===== src/core/reset_boot_mode_control_map.vh =====
// constants for the reset and boot-mode control block
`ifndef RESET_BOOT_MODE_CONTROL_MAP_VH
`define RESET_BOOT_MODE_CONTROL_MAP_VH
`define STRAP_WINDOW_CYCLES   4'ha
`define FIRST_FETCH_CYCLES    7'h50
`define INT_TOP_ADDR_BIT      22
`define INT_REGION_CODE       10'h000
`define PERIPH_REGION_CODE    10'h3ff
`define PRIMARY_SRAM_BYTES    8192
`define EXT_SRAM_BASE         32'h0010_0000
`define EXT_SRAM_BYTES        131072
`define VECTOR_TOP_ADDR       32'h0000_0020
`define REGION_INTERNAL       2'h0
`define REGION_EXTERNAL       2'h1
`define REGION_PERIPH         2'h2
`define BOOT_EXT_CS0          1'h0
`define BOOT_EXT_SRAM         1'h1
`define ZONE_PRIMARY          3'h0
`define ZONE_EXT_SRAM         3'h1
`define ZONE_EXT_CS0          3'h2
`define ZONE_OTHER            3'h3
`endif


===== src/core/reset_boot_mode_control.v =====
// reset sequencing, strap sampling, clock-out gating and address decode
`include "reset_boot_mode_control_map.vh"
`default_nettype none
module reset_boot_mode_control #(
	parameter N_PINS = 32
) (
	input  wire              clk_i,
	input  wire              reset_i,
	input  wire              external_reset_n_i,
	input  wire              watchdog_reset_i,
	input  wire              boot_select_pin_i,
	input  wire              tristate_select_n_i,
	input  wire              remap_command_bit_i,
	input  wire [31:0]       addr_i,
	input  wire              access_i,
	input  wire              write_i,
	input  wire [1:0]        size_i,
	input  wire [N_PINS-1:0] pin_out_i,
	input  wire [N_PINS-1:0] pin_drive_i,
	output wire              sys_reset_o,
	output wire              periph_reset_o,
	output reg               fetch_enable_o,
	output wire [31:0]       fetch_addr_o,
	output wire              master_clock_out_o,
	output reg               boot_mode_o,
	output reg               tristate_mode_o,
	output reg               remapped_o,
	output reg  [1:0]        region_o,
	output reg  [2:0]        zone_o,
	output reg  [3:0]        byte_lanes_o,
	output wire              chip_select_zero_n_o,
	output reg               ext_sram_write_o,
	output wire [N_PINS-1:0] pin_o,
	output wire [N_PINS-1:0] pin_oe_n_o
);
	localparam [6:0] FETCH_CNT = `FIRST_FETCH_CYCLES;
	localparam [3:0] STRAP_CNT = `STRAP_WINDOW_CYCLES;
	localparam [31:0] PRI_MASK = `PRIMARY_SRAM_BYTES - 1;
	localparam [31:0] EXT_MASK = `EXT_SRAM_BYTES - 1;

	reg        rst_meta_q;
	reg        rst_sync_q;
	always @(posedge clk_i or negedge external_reset_n_i)
	begin
		if (!external_reset_n_i)
		begin
			rst_meta_q <= 1'b0;
			rst_sync_q <= 1'b0;
		end
		else
		begin
			rst_meta_q <= 1'b1;
			rst_sync_q <= rst_meta_q;
		end
	end
	wire ext_rst = reset_i | ~rst_sync_q;

	// external reset or watchdog, each on its own, holds the system in reset
	wire any_rst = ext_rst | watchdog_reset_i;
	// peripheral registers restored on any reset
	assign sys_reset_o = any_rst;
	assign periph_reset_o = any_rst;

	// a strap counts only once its level held for the whole window
	function run_full;
		input [3:0] cnt;
		begin
			run_full = (cnt == STRAP_CNT);
		end
	endfunction

	// saturating run counter; any break in the level restarts it
	function [3:0] strap_step;
		input [3:0] cnt;
		input       hold;
		begin
			if (!hold)
				strap_step = 4'h0;
			else if (run_full(cnt))
				strap_step = cnt;
			else
				strap_step = cnt + 4'h1;
		end
	endfunction

	// strap run counters over trailing cycles of reset
	// boot level must be stable for the last ten cycles
	reg [3:0] tri_low_q;
	reg [3:0] boot_hi_q;
	always @(posedge clk_i)
	begin
		if (!ext_rst)
		begin
			tri_low_q <= 4'h0;
			boot_hi_q <= 4'h0;
		end
		else
		begin
			tri_low_q <= strap_step(tri_low_q, !tristate_select_n_i);
			boot_hi_q <= strap_step(boot_hi_q, boot_select_pin_i);
		end
	end

	// latch straps at external release; watchdog reset keeps them
	reg ext_rst_q;
	always @(posedge clk_i)
	begin
		ext_rst_q <= ext_rst;
	end
	wire ext_release = ext_rst_q & ~ext_rst;

	always @(posedge clk_i)
	begin
		if (reset_i)
		begin
			boot_mode_o <= `BOOT_EXT_CS0;
			tristate_mode_o <= 1'b0;
		end
		// straps sampled only on external release
		else if (ext_release)
		begin
			// level zero boots external cs0
			// an unsettled boot level falls back to external memory
			boot_mode_o <= run_full(boot_hi_q) ?
				`BOOT_EXT_SRAM : `BOOT_EXT_CS0;
			// straps are judged on counts up to the cycle before release
			tristate_mode_o <= run_full(tri_low_q);
		end
	end

	// count release cycles to first fetch
	localparam [0:0] SEQ_COUNT = 1'h0;
	localparam [0:0] SEQ_RUN   = 1'h1;
	reg       seq_q;
	reg [6:0] fetch_cnt_q;
	always @(posedge clk_i)
	begin
		if (any_rst)
		begin
			seq_q <= SEQ_COUNT;
			fetch_cnt_q <= 7'h00;
			fetch_enable_o <= 1'b0;
		end
		else
		begin
			case (seq_q)
				SEQ_COUNT:
				begin
					if (fetch_cnt_q == FETCH_CNT - 7'h1)
					begin
						seq_q <= SEQ_RUN;
						fetch_enable_o <= 1'b1;
					end
					else
						fetch_cnt_q <= fetch_cnt_q + 7'h1;
				end
				SEQ_RUN:
					fetch_enable_o <= 1'b1;
				default:
					seq_q <= SEQ_COUNT;
			endcase
		end
	end
	// next fetch after any reset is address zero
	assign fetch_addr_o = 32'h0000_0000;

	// clock output gated low during external reset
	// gating is a plain and; the pad sees a one-gate skew
	reg mck_en_q;
	always @(posedge clk_i)
	begin
		mck_en_q <= ~ext_rst;
	end
	// the async reset term stops the clock at once, not at the next edge
	assign master_clock_out_o = clk_i & mck_en_q & ~ext_rst;

	// remap set by command, cleared by any reset
	always @(posedge clk_i)
	begin
		if (any_rst)
			remapped_o <= 1'b0;
		else if (remap_command_bit_i)
			remapped_o <= 1'b1;
	end

	function [1:0] region_of;
		input [31:0] a;
		begin
			if (a[31:`INT_TOP_ADDR_BIT] == `INT_REGION_CODE)
				region_of = `REGION_INTERNAL;
			else if (a[31:`INT_TOP_ADDR_BIT] == `PERIPH_REGION_CODE)
				region_of = `REGION_PERIPH;
			else
				region_of = `REGION_EXTERNAL;
		end
	endfunction

	function in_ext_sram;
		input [31:0] a;
		begin
			in_ext_sram = ((a & ~EXT_MASK) == `EXT_SRAM_BASE);
		end
	endfunction

	reg [1:0] reg_d;
	reg [2:0] zone_d;
	reg [3:0] lanes_d;
	always @*
	begin
		reg_d = region_of(addr_i);
		zone_d = `ZONE_OTHER;
		if (reg_d == `REGION_INTERNAL)
		begin
			// extended bank at its fixed base
			if (in_ext_sram(addr_i))
				zone_d = `ZONE_EXT_SRAM;
			// primary sram at zero once remapped
			else if (remapped_o && ((addr_i & ~PRI_MASK) == 32'h0))
				zone_d = `ZONE_PRIMARY;
			// boot memory aliased at zero before remap
			else if (!remapped_o && (addr_i < `EXT_SRAM_BASE))
				zone_d = (boot_mode_o == `BOOT_EXT_SRAM) ?
					`ZONE_EXT_SRAM : `ZONE_EXT_CS0;
		end
		// byte, half and word in one cycle
		case (size_i)
			2'h0: lanes_d = 4'h1 << addr_i[1:0];
			2'h1: lanes_d = addr_i[1] ? 4'hc : 4'h3;
			default: lanes_d = 4'hf;
		endcase
		// peripherals are word-only
		if (reg_d == `REGION_PERIPH)
			lanes_d = 4'hf;
	end

	always @(posedge clk_i)
	begin
		if (any_rst)
		begin
			region_o <= `REGION_INTERNAL;
			zone_o <= `ZONE_OTHER;
			byte_lanes_o <= 4'h0;
			ext_sram_write_o <= 1'b0;
		end
		else
		begin
			region_o <= reg_d;
			zone_o <= access_i ? zone_d : `ZONE_OTHER;
			byte_lanes_o <= access_i ? lanes_d : 4'h0;
			// flag writes landing in extended sram
			ext_sram_write_o <= access_i & write_i &
				(zone_d == `ZONE_EXT_SRAM);
		end
	end
	// decoded from the registered zone, so the select cannot glitch
	assign chip_select_zero_n_o = ~(zone_o == `ZONE_EXT_CS0);

	// tristate mode kills every pad driver
	// pads are inputs while in reset
	// pad 21 carries io21, serial1 tx and tristate select
	// pad 24 doubles as boot select during reset
	// pad data is registered; the enable stays combinational so that a
	// reset frees every pad at once, ahead of the data path
	reg [N_PINS-1:0] pin_q;
	always @(posedge clk_i)
	begin
		pin_q <= pin_out_i;
	end
	assign pin_o = pin_q;
	genvar g;
	generate
		for (g = 0; g < N_PINS; g = g + 1)
		begin : pad
			assign pin_oe_n_o[g] = ~(pin_drive_i[g] & ~any_rst &
				~tristate_mode_o);
		end
	endgenerate
endmodule
`default_nettype wire


===== config.mk =====
export PLATFORM = sky130hd
export DESIGN_NAME = reset_boot_mode_control
export DESIGN_NICKNAME = d
export VERILOG_FILES = /design/src/core/reset_boot_mode_control.v
export VERILOG_INCLUDE_DIRS = /design/src /design/src/core
export SDC_FILE = /design/constraint.sdc
export NUM_CORES = 1
export LEC_CHECK = 0
export BUFFER_PORTS_ARGS = -buffer_cell sky130_fd_sc_hd__buf_2
export CAP_MARGIN = 20
export CORE_ASPECT_RATIO = 0.9
export CORE_MARGIN = 2
export CORE_UTILIZATION = 25
export DETAILED_ROUTE_END_ITERATION = 10
export SLEW_MARGIN = 20
export SYNTH_ARGS = -nofsm -noshare
export SYNTH_HDL_FRONTEND = slang
export SYNTH_SLANG_ARGS = --single-unit

===== constraint.sdc =====
create_clock -name clk_i -period 1.9 [get_ports clk_i]
set_clock_uncertainty 0.15 [all_clocks]
set_input_delay 0.19 -clock clk_i [delete_from_list [all_inputs] [get_ports clk_i]]
set_output_delay 0.19 -clock clk_i [all_outputs]
set_load 0.02 [all_outputs]

Word level (Yosys, flattened, before mapping):

Cells that the tools add are included.

* register bits after elaboration: 66
* latch bits: 0
* memory bits (writable): 0
* bits in read-only memories: 0
* bits of input ports: 107
* output and inout port bits: 114
* logic and storage cells: 169
* memories kept: 0

* add/subtract/negate cells: 3
* multipliers: 0
* div/mod/pow operators: 0
* magnitude comparators: 1
* equal/unequal tests: 10
* shift-type cells: 1
* mux-type cells: 15
* bitwise gates (word level): 111
* reduce and logical (&&, ||, !) cells: 11

Operators with widths (count)
* 1-bit AND: 69
* 1-bit NOT: 40
* 32-bit logical NOT: 1
* 32-bit by 21-bit less-than comparator with 1-bit output (second input constant): 1
* 15-bit by 4-bit == test with 1-bit output (second input constant): 1
* 2-bit two-way mux: 7
* 10-bit == test (second input constant): 1
* 10-bit logical NOT: 1
* 4-bit by 1-bit adder with 4-bit output (second input constant): 2
* 4-bit == test (second input constant): 2
* 4-bit two-way mux: 2
* 4-bit case mux with 2 select lines: 1
* 7-bit by 1-bit adder with 7-bit output (second input constant): 1
* 7-bit == test (second input constant): 1
* 2-bit logical NOT: 2
* 1-bit two-way mux: 4
* 2-bit AND reduction: 2
* 2-bit OR reduction: 2
* 1-bit by 2-bit << shifter with 4-bit output (first input constant): 1
* 3-bit by 1-bit == test with 1-bit output (second input constant): 1
* 3-bit by 2-bit == test with 1-bit output (second input constant): 1
* 2-bit by 1-bit == test with 1-bit output (second input constant): 1
* 2-bit == test (second input constant): 1
* 1-bit logical AND: 2
* 4 further kinds: 5

Depth between registers and ports, before layout:

Gate-level depths: netlist of run 1.

* depth after elaboration: 8
* gate-level depth with buffers: 6

==> key figures, run 1 <==
Timing
  – Final hold violations: 0
  – Final Setup Violations: 24
  – Final setup margin: -0.0971 ns
  – Tcrit/Tclk final: 1.05
  – Max-slew violations: 0
  – Maximum clock rate: 501 MHz
  – Crit path time final: 2.00 ns
  – RSZ-0062 raised after global routing: true

Synthesis
  – Post-synthesis mux area share: 0.00419
  – Count of cell types in the netlist: 38
  – Post-Syn Instances: 243
  – Post-Synth Adder-Cell Area: 0.0262
  – Warnings from Yosys: 0
  – Seq/Total Area, Yosys: 0.548
  – Largest family of logic cells by synthesized area: simple AND/OR/NAND/NOR gates
  – Post-Synth Simple-Gate Area: 0.211
  – Xor-xnor portion of the synthesized cell area: 0.0440
  – Post-synthesis area per instance: 9.84 um2
  – Top cell type's share of synthesized area: 0.527
  – Synth Area in Compound Gates: 0.0403
  – Post-synthesis register bit count: 65
  – Yosys top cell by area: dfxtp_1
  – Mapped Area: 0.00239 mm2
  – Synth area leaders: dfxtp_1 53%, buf_4 11%, nand2_1 6.3%, nor2_1 3.9%, ha_1 2.6%

Routing
  – DRT iter0 DRCs: 65
  – Antenna-violating nets left: 0
  – Via count: 2603
  – WL per Instance: 13.6 um
  – Post-detailed-routing wire length: 8680 um
  – Remaining DRCs: 0
  – Via/cell ratio: 4.09
  – Drt first pass iters: 4

Global route
  – Pin count of the biggest net entering global routing: 17
  – Total global routing overflow: 0
  – Gr usage total: 0.162
  – Initial antenna violation count: 2
  – First-pass GRT wire length: 13000 um
  – Vias in the first global route: 2839

Critical path
  – Slowest cell on crit path: dfrtp_1
  – CP Launch Type: flip-flop
  – CP cell instances: nand2b_4, inv_4, nand2b_4, nor2_4, buf_12, clkbuf_16, nand2_1, buf_6
  – R2r setup slk: 0.12 ns
  – Crit end category: primary output
  – Critical path buffer and inverter count: 4
  – Critical Path AT: 1.66 ns
  – Crit path max fanout: 8
  – R2r startpoint: boot_hi_q[0]
  – Crit path max-delay family: buffers and inverters
  – R2r worst-path depth: 7
  – Slowest stage delay, CP: 0.39 ns
  – Crit Path Category: reg2out
  – Worst reg2reg path endpoint: boot_mode_o
  – Most frequent CP cell: nand2b_4
  – Req. time, crit path: 1.56 ns

Die
  – Die area: 0.0104 mm2
  – IO Pins: 221
  – Die Ht: 96.8 um
  – Cell Rows: 33
  – Core Box Area: 0.00921 mm2
  – Die X: 107 um
  – Initial Util: 0.260

Finish
  – Commonest non-fill, non-tap cell in the layout: buf_2
  – Share of cells above drive strength 1: 0.476
  – Final Non-Filler Cells: 637
  – Area Overhead vs Synth: 100%
  – # fillers: 806
  – Layout Nets: 620
  – Most frequent cells in the layout: 142 x buf_2, 70 x dlygate4sd3_1, 61 x dfxtp_1

Worst hold path
  – Hold Crit Class: in2reg
  – Worst Hold Path EP: zone_o[0]
  – Hold wc startpoint: watchdog_reset_i
  – WHS Path Cells: 4

Outcome
  – Failing checks: setup timing
  – Status: finished with violations

CTS
  – Worst-Skew Late Latency: 0.43 ns
  – CTS tree: built
  – CTS clk-pin slew, worst paths: 0.07 ns

Power and ir drop
  – Power Dens Cells: 755 mW/mm2
  – Pleak: 0.00235 uW
  – Total power: 3620 uW
  – Worst vdd ir: 0.000698 V

Placement
  – I/O Buffers: 176
  – Placer Congestion: 0.712
  – Placed Cells incl. Taps: 537
  – Dpl hpwl: 5540 um
  – Dpl ws: 0.218 ns

Job
  – Max_cap viols: 0
-- Yosys cell counts --
| cell type | count |
|---|---|
| inv_2 | 1 |
| dfrtp_1 | 2 |
| nor3b_1 | 1 |
| conb_1 | 2 |
| nor4bb_1 | 1 |
| nor2_1 | 25 |
| nand4b_1 | 2 |
| nand4_1 | 2 |
| and2_1 | 1 |
| a21oi_1 | 9 |
| nor4_2 | 1 |
| nor3_1 | 2 |
| nand3b_1 | 2 |
| xnor2_1 | 7 |
| inv_1 | 4 |
| nor4b_1 | 1 |
| dfxtp_1 | 63 |
| buf_4 | 34 |
| nand3_1 | 3 |
| xor2_1 | 5 |
| nor3_4 | 1 |
| o21ai_0 | 1 |
| and4bb_1 | 1 |
| nand2_1 | 40 |
| nand2b_1 | 7 |
| o41ai_1 | 1 |
| a211oi_1 | 4 |
| nor3b_2 | 1 |
| ha_1 | 5 |
| or4_4 | 1 |
| nor4_1 | 2 |
| nor2_2 | 1 |
| o21bai_1 | 1 |
| mux2i_1 | 1 |
| nor2b_1 | 1 |
| and3_1 | 2 |
| nand3b_2 | 1 |
| buf_2 | 4 |
-- final cells by class --
type	count	area, um2	share of cell area
inverters	5	21.3	0.00444
repair buffers	256	1940	0.405
clock buffers	14	184	0.0384
flip-flops and latches	65	1310	0.274
multi-input cells	167	1060	0.221
clock inverters	6	115	0.0240
diodes	2	5.00	0.00104
well taps	122	153	0.0319
-- metal layers --
| layer | up-vias | global-route usage | part of all wire |
|---|---|---|---|
| met4 | 0 | 0.0669 | 0.017 |
| li1 | 1251 | - | - |
| met2 | 155 | 0.303 | 0.52 |
| met1 | 1185 | 0.152 | 0.36 |
| met5 | - | 0 | 0 |
| met3 | 12 | 0.0667 | 0.10 |
-- kinds of logic (layout without fill, tap and decap cells) --
kind of cell / after synthesis / after routing
buffers and inverters: 43 / 281
XOR/XNOR: 12 / 12
flip-flops: 65 / 65
multiplexers: 1 / 1
AND/OR/NAND/NOR: 99 / 99
adder cells (fa/ha/maj): 5 / 5
AO/OA/AOI/OAI: 16 / 16
other: 2 / 36
-- worst max path at each step --
| stage | start | endpoint | slack, ns | cells after the start |
|---|---|---|---|---|
| final | rst_sync_q | pin_oe_n_o[14] | -0.1 | 8 |
| after global routing | rst_sync_q | pin_oe_n_o[14] | -0.21 | 8 |
| after CTS | rst_sync_q | pin_oe_n_o[20] | -0.15 | 8 |
| after detailed placement | reset_i | pin_oe_n_o[20] | 0.22 | 8 |
| after global placement | reset_i | pin_oe_n_o[20] | 0.23 | 8 |
| after floorplan | fetch_cnt_q[0] | fetch_cnt_q[1] | 0.36 | 5 |
-- stage by stage --
stage / util / TNS, ns / cell area (um2) / hold WS [ns]
after global routing: 0.520 / -4.70 / 4790 / 0.0120
after detailed placement: 0.358 / 0 / 3300 / -0.174
after floorplan: - / 0 / 2510 / -0.256
after global placement: 0.358 / 0 / 3300 / -0.175
final: 0.520 / -1.75 / 4790 / 0.0108
after CTS: 0.499 / -4.08 / 4590 / 0.000181
-- worst min-delay path: stages --
cell and delay [ns]:
buf_2 0.09, nand3b_4 0.17, nor3_4 0.06, nand2_1 0.06
-- report_power, final --
| part | total, uW | switching [uW] | internal [uW] |
|---|---|---|---|
| registers | 1440 | 23.0 | 1420 |
| logic | 566 | 291 | 275 |
| clock network | 1610 | 565 | 1050 |
| total | 3620 | 880 | 2740 |
-- flip-flops by register name, summed over array words and instances, names as in the netlist, 2 cells and up --
name and flops:
zone_o 2, boot_hi_q 4, tri_low_q 4, region_o 2
fetch_cnt_q 7, pin_o 32, byte_lanes_o 4
-- what timing repair did --
action,in CTS,in global routing
pin swaps,6,9
setup endpoints to repair,34,38
hold endpoints to repair,53,0
gates cloned,2,1
gates resized for setup,54,62
hold buffers,71,0
buffers inserted,5,4
Power figures use the tool's default switching activity.
==> run 2, diff against run 1 <==
BUFFER_PORTS_ARGS = not set   (was -buffer_cell sky130_fd_sc_hd__buf_2)
DONT_BUFFER_PORTS = 1   (was not set)
==> run 2 against run 1 <==
Effect of this change:
- the flow still finishes with violations (setup timing)
- fmax grew 3.3%
- worst hold slack better by 0.091 ns
- via count is 22% lower
- flip-flop and latch count did not move
- register-to-register slack lost 0.02 ns
- non-clock buffer count down 144
- clock-buffer cell count decreased by 1
- design area is 19% lower
- critical path depth down 1
- sequential power increased by 4%
- final cell count is 23% lower
- power shrank 9.1%
- largest cell class is now sequential cells
==> key figures, run 2 (synthesis results as in run 1) <==
Power and ir drop
  – Worst vdd ir: 0.000558 V
  – Power Dens Cells: 843 mW/mm2
  – Pleak: 0.00165 uW

Routing
  – Post-detailed-routing wire length: 7740 um
  – Drt first pass iters: 4
  – Antenna-violating nets left: 0
  – Remaining DRCs: 0
  – WL per Instance: 15.8 um
  – DRT iter0 DRCs: 69
  – Via count: 2040
  – Via/cell ratio: 4.16

Timing
  – Crit path time final: 1.93 ns
  – Max-slew violations: 0
  – RSZ-0062 raised after global routing: true
  – Worst hold slack: 0.102 ns
  – Tcrit/Tclk final: 1.02
  – Setup TNS Final: -0.618 ns
  – Final Setup Violations: 32
  – Final setup margin: -0.0334 ns
  – Maximum clock rate: 517 MHz
  – Final hold violations: 0

Critical path
  – R2r startpoint: rst_sync_q
  – Crit Path Category: reg2out
  – Crit path max fanout: 8
  – R2r setup slk: 0.10 ns
  – CP Launch Type: flip-flop
  – Critical Path AT: 1.59 ns
  – Worst reg2reg path endpoint: byte_lanes_o[1]
  – R2r worst-path depth: 6
  – Req. time, crit path: 1.56 ns
  – Crit end category: primary output

Die
  – Core Box Area: 0.00921 mm2
  – Die area: 0.0104 mm2
  – IO Pins: 221
  – Die Ht: 96.8 um
  – Cell Rows: 33
  – Initial Util: 0.260
  – Die X: 107 um

Outcome
  – Failing checks: setup timing
  – Status: finished with violations

Global route
  – Total global routing overflow: 0
  – First-pass GRT wire length: 11200 um
  – Vias in the first global route: 2270
  – Pin count of the biggest net entering global routing: 17
  – Gr usage total: 0.145
  – Initial antenna violation count: 0

Finish
  – Most frequent cells in the layout: 72 x dlygate4sd3_1, 63 x dfxtp_1, 34 x conb_1
  – Post-layout utilization of the core: 0.424
  – Layout Nets: 475
  – Area Overhead vs Synth: 63.2%
  – Share of cells above drive strength 1: 0.228
  – Max reg flops: 32
  – Final Non-Filler Cells: 490
  – Cell area after layout: 0.00390 mm2
  – # fillers: 843
  – Commonest non-fill, non-tap cell in the layout: dlygate4sd3_1
  – # diodes: 0

Placement
  – Placed cell area: 0.00266 mm2
  – I/O Buffers: 0
  – Dpl hpwl: 5090 um
  – Placed Cells incl. Taps: 393
  – Placer Congestion: 0.719

CTS
  – CTS tree: built
  – CTS clk-pin slew, worst paths: 0.07 ns
  – Worst-Skew Late Latency: 0.44 ns

Worst hold path
  – Hold Crit Class: in2reg
  – WHS Path Cells: 3
  – Hold wc startpoint: watchdog_reset_i
  – Worst Hold Path EP: fetch_enable_o

Job
  – Max_cap viols: 0
## run 2: changes by cell type in the layout (fill, tap and decap cells not counted), moves of 2 or more
cell,before,now
dlygate4sd3_1,70,72
diode_2,2,0
buf_2,142,0
buf_8,0,2
nand2_2,15,13
buf_12,3,0
dfxtp_1,61,63
buf_4,8,5
nand2_1,14,24
nand2_4,11,3
dfxtp_2,2,0
## run 2: per-layer routing
metal	GRT usage	vias up	wire, um	part of all wire
met5	0	-	0	0
met3	0.0553	11	762	0.098
li1	-	958	-	-
met4	0.0729	0	92	0.012
met2	0.268	151	4170	0.54
met1	0.138	920	2720	0.35
## run 2: how the worst max path moves through the flow
stage / startpoint / end / slack, ns / cells past startpoint
final: rst_sync_q / pin_oe_n_o[26] / -0.03 / 7
after global placement: fetch_cnt_q[0] / fetch_cnt_q[1] / 0.27 / 5
after floorplan: fetch_cnt_q[0] / fetch_cnt_q[1] / 0.36 / 5
after detailed placement: rst_sync_q / pin_oe_n_o[31] / 0.23 / 7
after CTS: rst_sync_q / pin_oe_n_o[25] / -0.15 / 8
after global routing: rst_sync_q / pin_oe_n_o[8] / -0.13 / 7
## run 2: power breakdown
| group | total (uW) | switching, uW | internal [uW] |
|---|---|---|---|
| Clock | 1440 | 566 | 878 |
| Combinational | 349 | 175 | 174 |
| Sequential | 1500 | 80.6 | 1420 |
| Total | 3290 | 822 | 2470 |
## run 2: critical path, cell delays in order (launching register included)
cell and delay, ns:
dfrtp_1 0.40, nand2b_4 0.08, inv_4 0.06, nand2b_4 0.06, nor2_4 0.16, buf_8 0.19, nand2_2 0.08, buf_6 0.13
## run 2: timing repair
item | CTS | global route
gates resized for setup | 57 | 7
endpoints found under the hold margin | 56 | 4
setup buffers | 5 | 2
endpoints found under the setup margin | 34 | 39
cloned | 2 | 0
pin swaps | 3 | 4
hold buffers | 72 | 4
## run 2: final cells by class
| cell class | count | area [um2] | area share |
|---|---|---|---|
| flip-flops and latches | 65 | 1310 | 0.336 |
| repair buffers | 112 | 1160 | 0.297 |
| multi-input cells | 167 | 995 | 0.255 |
| clock buffers | 13 | 169 | 0.0433 |
| well taps | 122 | 153 | 0.0391 |
| clock inverters | 6 | 92.6 | 0.0237 |
| inverters | 5 | 21.3 | 0.00545 |
## run 2: stage by stage
| step | worst slack, ns | total power [uW] |
|---|---|---|
| floorplan | 0.362 | 1720 |
| global placement | 0.267 | 1720 |
| detailed placement | 0.230 | 1720 |
| CTS | -0.155 | 3320 |
| global route | -0.133 | 3420 |
| finish | -0.0334 | 3290 |
